===== config.mk =====
export PLATFORM = sky130hd
export DESIGN_NAME = sscm_top
export DESIGN_NICKNAME = d
export VERILOG_FILES = /design/src/design/sscm_settle_cnt.v /design/src/design/sscm_clk_div.v /design/src/design/sscm_top.v
export VERILOG_INCLUDE_DIRS = /design/src /design/src/design
export SDC_FILE = /design/constraint.sdc
export NUM_CORES = 1
export LEC_CHECK = 0
export ABC_CLOCK_PERIOD_IN_PS = 6400
export BUFFER_PORTS_ARGS = -buffer_cell sky130_fd_sc_hd__buf_4
export CELL_PAD_IN_SITES_DETAIL_PLACEMENT = 0
export CELL_PAD_IN_SITES_GLOBAL_PLACEMENT = 1
export CORE_MARGIN = 1.5
export CORE_UTILIZATION = 48
export CTS_CLUSTER_DIAMETER = 50
export DETAILED_ROUTE_END_ITERATION = 10
export GPL_TIMING_DRIVEN = 1
export MAX_ROUTING_LAYER = met4
export PLACE_DENSITY = 0.88
export SYNTH_ARGS = -nofsm -noshare
export SYNTH_HDL_FRONTEND = slang
export SYNTH_SLANG_ARGS = --single-unit

===== constraint.sdc =====
create_clock -name core_clk -period 6.4 [get_ports core_clk]
set_input_delay 0.64 -clock core_clk [delete_from_list [all_inputs] [get_ports core_clk]]
set_output_delay 0.64 -clock core_clk [all_outputs]
set_load 0.01 [all_outputs]

===== src/design/sscm_consts.vh =====
`ifndef SSCM_CONSTS_VH
`define SSCM_CONSTS_VH
// ----------------------------------------
// Register offsets
// ----------------------------------------
`define SSCM_ADDR_W 4
`define SSCM_OFS_CLK 4'h0
`define SSCM_OFS_SETTLE 4'h1
`define SSCM_OFS_MASK 4'h2
`define SSCM_OFS_STAT 4'h3
`define SSCM_OFS_STOP 4'h4
`define SSCM_OFS_PORT 4'h5
`define SSCM_OFS_DIR 4'h6
`define SSCM_OFS_PERI 4'h7
// ----------------------------------------
// Field positions
// ----------------------------------------
`define SSCM_CLK_DIV_LSB 0
`define SSCM_CLK_DIV_MSB 2
`define SSCM_CLK_OSC_STOP 3
`define SSCM_CLK_SUB_SEL 4
`define SSCM_PERI_RTO_TRIG 0
`define SSCM_PERI_TMR_STOP_EN 1
`define SSCM_PERI_UART_EXT 2
// ----------------------------------------
// Reset values
// ----------------------------------------
`define SSCM_CLK_RST 5'h03
`define SSCM_DIV_RST 3'h3
`define SSCM_SETTLE_RST 3'h4
`define SSCM_MASK_RST 2'h0
`define SSCM_PERI_RST 3'h0
// ----------------------------------------
// Timing counts in main clock periods
// ----------------------------------------
`define SSCM_WAIT_0 17'h00400
`define SSCM_WAIT_1 17'h00800
`define SSCM_WAIT_2 17'h01000
`define SSCM_WAIT_3 17'h02000
`define SSCM_WAIT_4 17'h08000
`define SSCM_WAIT_5 17'h10000
`define SSCM_WAIT_RESET 17'h08000
`endif


===== src/design/sscm_settle_cnt.v =====
`include "sscm_consts.vh"
module sscm_settle_cnt #(
  parameter CNT_W = 17
) (
  input wire core_clk,
  input wire reset_n,
  input wire start,
  input wire [CNT_W-1:0] limit,
  output wire busy,
  output wire done
);
  reg [CNT_W-1:0] count_r;
  reg [CNT_W-1:0] limit_r;
  reg run_r;
  reg done_r;
  always @(posedge core_clk or negedge reset_n) begin
    if (!reset_n) begin
      count_r <= {CNT_W{1'b0}};
      limit_r <= {CNT_W{1'b0}};
      run_r <= 1'b0;
      done_r <= 1'b0;
    end else begin
      done_r <= 1'b0;
      if (start) begin
        count_r <= {CNT_W{1'b0}};
        // The limit is latched so the reset wait survives the boot flag.
        limit_r <= limit;
        run_r <= 1'b1;
      end else if (run_r) begin
        if (count_r + 1'b1 >= limit_r) begin
          run_r <= 1'b0;
          done_r <= 1'b1;
        end
        count_r <= count_r + 1'b1;
      end
    end
  end
  assign busy = run_r | start;
  assign done = done_r;
endmodule


===== src/design/sscm_clk_div.v =====
module sscm_clk_div (
  input wire core_clk,
  input wire reset_n,
  input wire [2:0] div_sel,
  output wire tick
);
  reg [6:0] div_r;
  // Tick once per 2^div_sel main clocks; capped at 64.
  always @(posedge core_clk or negedge reset_n) begin
    if (!reset_n) begin
      div_r <= 7'h00;
    end else begin
      div_r <= div_r + 7'h01;
    end
  end
  function div_hit;
    input [6:0] cnt;
    input [2:0] sel;
    reg [6:0] mask;
    begin
      mask = (7'h01 << (sel > 3'h6 ? 3'h6 : sel)) - 7'h01;
      div_hit = ((cnt & mask) == 7'h00);
    end
  endfunction
  assign tick = div_hit(div_r, div_sel);
endmodule


===== src/design/sscm_top.v =====
`include "sscm_consts.vh"
module sscm_top #(
  parameter PORT_W = 8,
  parameter IRQ_W = 2
) (
  input wire core_clk,
  input wire reset_n,
  input wire [`SSCM_ADDR_W-1:0] addr,
  input wire [7:0] wdata,
  input wire wr_en,
  input wire rd_en,
  output reg [7:0] rdata,
  input wire [IRQ_W-1:0] irq_req,
  input wire nmi_req,
  input wire subclk_tick,
  output wire cpu_clk_en,
  output wire sys_clk_tick,
  output wire main_osc_en,
  output wire use_subclock,
  output wire in_stop,
  output reg [PORT_W-1:0] port_out,
  output reg [PORT_W-1:0] port_dir,
  output wire dac_write_en,
  output wire rto_buffer_write_en,
  output wire rto_run,
  output wire uart_run
);
  // ----------------------------------------
  // Control registers
  // ----------------------------------------
  reg [2:0] sysclk_divider_bits_r;
  reg main_osc_stop_r;
  reg subclock_select_r;
  reg [2:0] osc_settle_select_r;
  reg maskable_irq_block_r;
  reg nmi_block_r;
  reg [2:0] peri_cfg_r;
  reg stop_r;
  reg settle_r;
  reg boot_r;
  reg [PORT_W-1:0] port_nxt;
  wire settle_busy;
  wire settle_done;
  wire div_tick;
  wire wake_irq;
  wire cpu_wr;
  wire [16:0] settle_limit;

  function [16:0] settle_count;
    input [2:0] sel;
    begin
      case (sel)
        3'h0: settle_count = `SSCM_WAIT_0;
        3'h1: settle_count = `SSCM_WAIT_1;
        3'h2: settle_count = `SSCM_WAIT_2;
        3'h3: settle_count = `SSCM_WAIT_3;
        3'h4: settle_count = `SSCM_WAIT_4;
        3'h5: settle_count = `SSCM_WAIT_5;
        default: settle_count = `SSCM_WAIT_5;
      endcase
    end
  endfunction

  // The CPU is halted in stop and during settling, so no write lands.
  // writes blocked while halted.
  assign cpu_wr = wr_en & cpu_clk_en;

  assign wake_irq = (|irq_req & ~maskable_irq_block_r) |
                    (nmi_req & ~nmi_block_r);

  // ----------------------------------------
  // Register writes
  // ----------------------------------------
  always @(posedge core_clk or negedge reset_n) begin
    if (!reset_n) begin
      sysclk_divider_bits_r <= `SSCM_DIV_RST;
      main_osc_stop_r <= 1'b0;
      subclock_select_r <= 1'b0;
      osc_settle_select_r <= `SSCM_SETTLE_RST;
      maskable_irq_block_r <= 1'b0;
      nmi_block_r <= 1'b0;
      peri_cfg_r <= `SSCM_PERI_RST;
    end else if (cpu_wr) begin
      case (addr)
        `SSCM_OFS_CLK: begin
          sysclk_divider_bits_r <= wdata[`SSCM_CLK_DIV_MSB:
                                         `SSCM_CLK_DIV_LSB];
          main_osc_stop_r <= wdata[`SSCM_CLK_OSC_STOP];
          subclock_select_r <= wdata[`SSCM_CLK_SUB_SEL];
        end
        `SSCM_OFS_SETTLE: osc_settle_select_r <= wdata[2:0];
        `SSCM_OFS_MASK: begin
          maskable_irq_block_r <= wdata[0];
          nmi_block_r <= wdata[1];
        end
        `SSCM_OFS_PERI: peri_cfg_r <= wdata[2:0];
        default: peri_cfg_r <= peri_cfg_r;
      endcase
    end
  end

  // ----------------------------------------
  // Stop and settle sequencing
  // ----------------------------------------
  assign settle_limit = boot_r ? `SSCM_WAIT_RESET :
                        settle_count(osc_settle_select_r);

  always @(posedge core_clk or negedge reset_n) begin
    if (!reset_n) begin
      stop_r <= 1'b0;
      settle_r <= 1'b0;
      boot_r <= 1'b1;
    end else begin
      boot_r <= 1'b0;
      if (cpu_wr && addr == `SSCM_OFS_STOP && wdata[0]) begin
        stop_r <= 1'b1;
      end else if (stop_r && wake_irq) begin
        stop_r <= 1'b0;
        settle_r <= 1'b1;
      end else if (boot_r) begin
        settle_r <= 1'b1;
      end else if (settle_done) begin
        settle_r <= 1'b0;
      end
    end
  end

  sscm_settle_cnt #(
    .CNT_W(17)
  ) u_settle (
    .core_clk(core_clk),
    .reset_n(reset_n),
    .start((stop_r & wake_irq) | boot_r),
    .limit(settle_limit),
    .busy(settle_busy),
    .done(settle_done)
  );

  sscm_clk_div u_div (
    .core_clk(core_clk),
    .reset_n(reset_n),
    .div_sel(sysclk_divider_bits_r),
    .tick(div_tick)
  );

  // CPU clock gated until count ends.
  assign cpu_clk_en = ~stop_r & ~settle_r & ~boot_r;
  assign in_stop = stop_r;
  assign use_subclock = subclock_select_r;
  assign sys_clk_tick = cpu_clk_en &
                        (subclock_select_r ? subclk_tick : div_tick);
  assign main_osc_en = ~stop_r & ~main_osc_stop_r;

  // DAC value needs a running CPU.
  assign dac_write_en = cpu_clk_en;
  assign rto_buffer_write_en = cpu_clk_en;
  // RTO needs both timer trigger and timer stop enable in stop.
  assign rto_run = ~stop_r | (peri_cfg_r[`SSCM_PERI_RTO_TRIG] &
                              peri_cfg_r[`SSCM_PERI_TMR_STOP_EN]);
  // UART needs external baud in stop.
  assign uart_run = ~stop_r | peri_cfg_r[`SSCM_PERI_UART_EXT];

  // ----------------------------------------
  // Ports
  // ----------------------------------------
  // port state held during stop.
  always @(posedge core_clk or negedge reset_n) begin
    if (!reset_n) begin
      port_out <= {PORT_W{1'b0}};
      port_dir <= {PORT_W{1'b0}};
    end else if (cpu_wr && addr == `SSCM_OFS_PORT) begin
      port_out <= wdata[PORT_W-1:0];
    end else if (cpu_wr && addr == `SSCM_OFS_DIR) begin
      port_dir <= wdata[PORT_W-1:0];
    end
  end

  // ----------------------------------------
  // Read-back
  // ----------------------------------------
  always @* begin
    case (addr)
      `SSCM_OFS_CLK: port_nxt = {3'h0, subclock_select_r, main_osc_stop_r,
                                 sysclk_divider_bits_r};
      `SSCM_OFS_SETTLE: port_nxt = {5'h00, osc_settle_select_r};
      `SSCM_OFS_MASK: port_nxt = {6'h00, nmi_block_r, maskable_irq_block_r};
      `SSCM_OFS_STAT: port_nxt = {4'h0, settle_busy, settle_r, stop_r,
                                  subclock_select_r};
      `SSCM_OFS_PORT: port_nxt = port_out;
      `SSCM_OFS_DIR: port_nxt = port_dir;
      `SSCM_OFS_PERI: port_nxt = {5'h00, peri_cfg_r};
      default: port_nxt = 8'h00;
    endcase
  end

  always @(posedge core_clk or negedge reset_n) begin
    if (!reset_n) begin
      rdata <= 8'h00;
    end else if (rd_en) begin
      rdata <= port_nxt;
    end else begin
      rdata <= 8'h00;
    end
  end
endmodule


* Word level (Yosys, flattened, before mapping)
Cells that the tools add are included. Widths: inputs -> output; s select.
Storage, ports and cells: register bits after elaboration 83, output and inout port bits 33
Cells by class: add/sub/neg operators 3, order comparisons 2, eq/ne operators 11, shift operators 1, multiplexer cells 19, bitwise gates (word level) 23, reduce and logical (&&, ||, !) cells 18
Operators with widths (number):
- $pmux 17 s5 | 1
- $pmux 8 s7 | 1
- $mux 17 | 3
- $add 17x1->17 const B | 1
- $ge 17x17->1 | 1
- $eq 4x3->1 const B | 4
- $mux 1 | 12
- $reduce_and 2->1 | 6
- $and 1x1->1 | 9
- $eq 4x2->1 const B | 2
- $mux 8 | 1
- $not 1->1 | 8
- $add 7x1->7 const B | 1
- $and 7x7->7 | 1
- $logic_not 7->1 | 1
- $shl 1x3->7 const A | 1
- $sub 7x1->7 const B | 1
- $eq 3x2->1 const B | 2
- $logic_and 1x1->1 | 5
- $or 1x1->1 | 5
- $eq 4x1->1 const B | 1
- $logic_not 4->1 | 1
- $reduce_bool 2->1 | 2
- $eq 3x1->1 const B | 1
- other kinds (6) | 6

* Longest topological paths before layout
depth after elaboration 8, depth in mapped cells 11, depth with buffers taken out 11

* Hierarchy
A second synthesis with hierarchy kept.
Second synthesis, totals: cells, all modules 424, area, all modules 4355.4 µm²
Modules (own cells, without submodules):
- sscm_settle_cnt | times used 1, cells an instance 234, area each 2140.8 µm², seq. area each 900.9 µm²
- sscm_top | times used 1, cells an instance 165, area each 1938.1 µm², seq. area each 1006.0 µm²
- sscm_clk_div | times used 1, cells an instance 25, area each 276.5 µm², seq. area each 150.1 µm²

* Least setup slack after synthesis
OpenSTA, ideal clock, no wires.
path kind reg2reg, start register u_settle.count_r[3], end register u_settle.run_r, arrival time 2.217 ns, required time 6.280 ns, slack 4.064 ns, cell stages (with the launch flop) 10, path buffers 0, cells stage by stage dfrtp_1 nand4_2 nor4_2 nand3_1 xnor2_1 ha_1 nand4_1 nor4_1 nand4b_1 a31o_1
Between the ends: cells in the longest elaborated chain, start to end 5
Ends and longest elaborated chain:
- start: declaration | line sscm_settle_cnt.v:12 | reg [CNT_W-1:0] count_r;
- start signal: assignment | line sscm_settle_cnt.v:18 | count_r <= {CNT_W{1'b0}};
- start signal: assignment | line sscm_settle_cnt.v:25 | count_r <= {CNT_W{1'b0}};
- start signal: assignment | line sscm_settle_cnt.v:34 | count_r <= count_r + 1'b1;
- $add 17x1->17 | line sscm_settle_cnt.v:30 | if (count_r + 1'b1 >= limit_r) begin
- $ge 17x17->1 | line sscm_settle_cnt.v:30
- $mux 1 | line sscm_settle_cnt.v:30
- $mux 1 | line sscm_settle_cnt.v:29 | end else if (run_r) begin
- $mux 1 | line sscm_settle_cnt.v:24 | if (start) begin
- end signal: assignment | line sscm_settle_cnt.v:20 | run_r <= 1'b0;
- end signal: assignment | line sscm_settle_cnt.v:28 | run_r <= 1'b1;
- end signal: assignment | line sscm_settle_cnt.v:31 | run_r <= 1'b0;
- end: declaration | line sscm_settle_cnt.v:14 | reg run_r;
No other way between the ends. A chain may end at the register's enable or synchronous reset.

* Final worst setup path
Same ends and word-level chain as after synthesis.

==> results.md <==
- Outcome: finished, final reports clean
- YS warnings: 0
- Total grt overflow: 0
- Worst r2r path cells: 9
- Fillers: 637
- Worst r2r dst: u_settle.run_r
- Layout net count: 419
- Period utilization: 41.8%
- Clock Path Buffers: 2
- Final Hold Slack: 0.406 ns
- Setup WS pre-CTS: 3.74 ns
- Placed instance area: 4110 µm²
- Area occupied by multi-input gates: 1780 µm²
- Post-DRT Antenna Nets: 0
- TritonRoute pass-1 iters: 6
- FF-to-FF Start: u_settle.count_r[3]
- DR vias/cell: 5.55
- RSZ-0062 raised after global routing: false
- Final Max Slew Viols: 0
- Worst-margin pin slew: 0.878 ns
- # hold bufs at CTS: 0
- DP Cell Count: 479
- Final setup fails: 0
- Number of flops mapped to enable cells by yosys: 0
- H-tree depth: 3
- Post-synthesis cell type count: 61
- Post-CTS Repair Setup Buffers: 0
- FFs w/ async S/R, synth: 100%
- Vias in the first global route: 2,687
- Die height: 90.7 µm
- Mapped Nets: 369
- Synth top area share: 45.4%
- CTS tree: yes
- I/O Buffers: 52
- Crit path to: u_settle.run_r
- Clock-pin slew on the worst setup and hold paths: 0.08 ns
- Cell taking the most area after synthesis: dfrtp_1
- Layout Cells excl Fill: 495
- DRT iter0 DRCs: 133
- Post-CTS sizing: 0
- P_leak: 0.00203 µW
- Initial cell density of the core: 50.4%
- Synth cell count leaders: 67 x dfrtp_1, 38 x nor2_1, 27 x mux2_2, 20 x nand2_1, 20 x xor2_1
- Critical path, cell by cell: nand4_2, nor4_2, nand3_1, xnor2_1, ha_1, nand4_1, nor4_1, nand4b_1, a31o_1
- Max incr delay on CP: 0.50 ns
- First-pass GRT wire length: 13,100 µm
- Worst-skew pair later-pin latency: 0.36 ns
- Min Clock Period, post-route: 2.68 ns
- Avg Cell Area, Syn: 10.8 µm²
- Crit. Startpoint: u_settle.count_r[3]
- Final worst slack: 3.72 ns
- Max_slew headroom: 41.5%
- Core Region: 7330 µm²
- Yosys reg bits: 71
- Top_reg_cell synth: dfrtp_1
- GRT Overall Usage: 20.9%
- Arr. time, crit path: 2.93 ns
- HP Class: in2async
- VDD IR max: 0.166 mV
- Clock sink count: 71
- Die Wd: 90.7 µm
- Largest net degree at the start of global routing: 72
- Final Cell Area: 4320 µm²
- Vias: 2,749
- WL final: 7850 µm
- Clk root buf: clkbuf_8
- GPL Wtd Cong: 0.867
- Area contributors post-synth: dfrtp_1 45%, mux2_2 8.2%, xor2_1 4.7%
- Pwr Density: 207 nW/µm²
- Worst Path Max Fanout: 7
- Final Hold Violating Endpoints: 0
- Most common cell in the synthesized netlist: dfrtp_1
- Register area: 1780 µm²
- Post-route DRC violation count: 0
- Antenna violations before repair: 0
- Max cap viols: 0
- Mapped cell area: 3690 µm²
- FF-to-FF setup slack: 3.72 ns
- Site row count: 31
- Data required, critical path: 6.65 ns
- Setup CP Type: reg2reg
- Seq/Total Area, Yosys: 48.2%
- Setup TNS: 0 ns
- IO Pins: 53
- Cell count after synthesis: 341
- Crit. End Element: flip-flop
- Detailed Place HPWL: 5420 µm
- Die area: 8230 µm²
- CP max stage cell: dfrtp_1
- Routed len/inst: 15.9 µm
- Post-synthesis to final-layout area growth: 17.0%
- Fraction of layout cells with a size suffix above 1: 29.0%
- Fmax: 373 MHz
- Number of CTS-inserted buffers: 9
- Inserted Diodes: 0
- Final Skew: 0.0129 ns
- Critical path launch point type: flip-flop
==> power by group <==
group          internal, µW  switching [µW]
clock                   197             187
combinational          19.5            28.7
sequential              454            6.59
total                   670             223
==> cells in the final DEF (no fill, tap or decap), types with 4 or more instances in the layout <==
master	n
nor2_1	38
dfrtp_1	67
inv_6	4
nor2b_1	7
xnor2_1	8
buf_4	52
inv_1	8
nor3_1	4
ha_1	8
dfstp_2	4
and3_1	11
mux2i_1	4
a21oi_1	14
nand3_1	10
o21ai_0	7
a22oi_1	5
clkbuf_8	10
nand2_1	20
nand4_1	9
mux2_2	27
xor2_1	20
==> critical path: cells and delay by family (launching register included) <==
kind | cells | cell delay (ns)
AOI/OAI and AO/OA | 1 | 0.25
DFF | 1 | 0.50
and+or+nand+nor | 6 | 1.37
xor gates and xnor gates | 1 | 0.15
adders and majority gates | 1 | 0.29
==> registers in the layout, indices dropped and copies added, names as in the netlist, 3 cells and up <==
name,cells
u_settle.limit_r,6
peri_cfg_r,3
u_div.div_r,6
port_out,8
osc_settle_select_r,3
sysclk_divider_bits_r,3
u_settle.count_r,17
port_dir,8
rdata,8
==> layout make-up <==
| type | count | share of cell area [%] |
|---|---|---|
| multi-input cells | 249 | 41.3 |
| flip-flops and latches | 71 | 41.2 |
| repair buffers | 52 | 9.04 |
| clock buffers | 10 | 3.19 |
| well taps | 99 | 2.87 |
| clock inverters | 6 | 1.71 |
| inverters | 8 | 0.695 |
==> cells by family (layout without fill, tap and decap cells) <==
logic type | after synthesis | in the layout | share of synthesized area [%]
multiplexers | 35 | 35 | 10.8
other | 1 | 1 | 0.102
buffers and inverters | 21 | 76 | 3.49
XOR/XNOR | 28 | 28 | 6.64
AND/OR/NAND/NOR | 130 | 130 | 19.5
adder cells (fa/ha/maj) | 8 | 8 | 2.71
flip-flops | 71 | 71 | 48.2
AO/OA/AOI/OAI | 47 | 47 | 8.43
==> worst min-delay path by stage <==
stage              startpoint  slack [ns]             endpoint
6_report              reset_n        0.41  u_settle.count_r[6]
3_5_place_dp   u_div.div_r[5]        0.47       u_div.div_r[5]
2_1_floorplan         reset_n        0.34              in_stop
4_1_cts               reset_n        0.43          port_dir[1]
5_1_grt               reset_n        0.48  u_settle.count_r[6]
3_3_place_gp   u_div.div_r[5]        0.47       u_div.div_r[5]
==> per-stage QoR <==
stage	utilization (%)	power (µW)
finish	58.9	893
global route	58.9	926
CTS	58.9	902
detailed placement	56.1	518
global placement	56.1	517
floorplan	-	489
==> routing by layer <==
layer / GRT usage [%] / part of all wire [%]
met2: 31.9 / 47
met5: - / 0
met4: 5.16 / 1.3
met1: 26.9 / 47
met3: 6.82 / 4.8
Note: power is estimated with default switching activity, not from simulation.
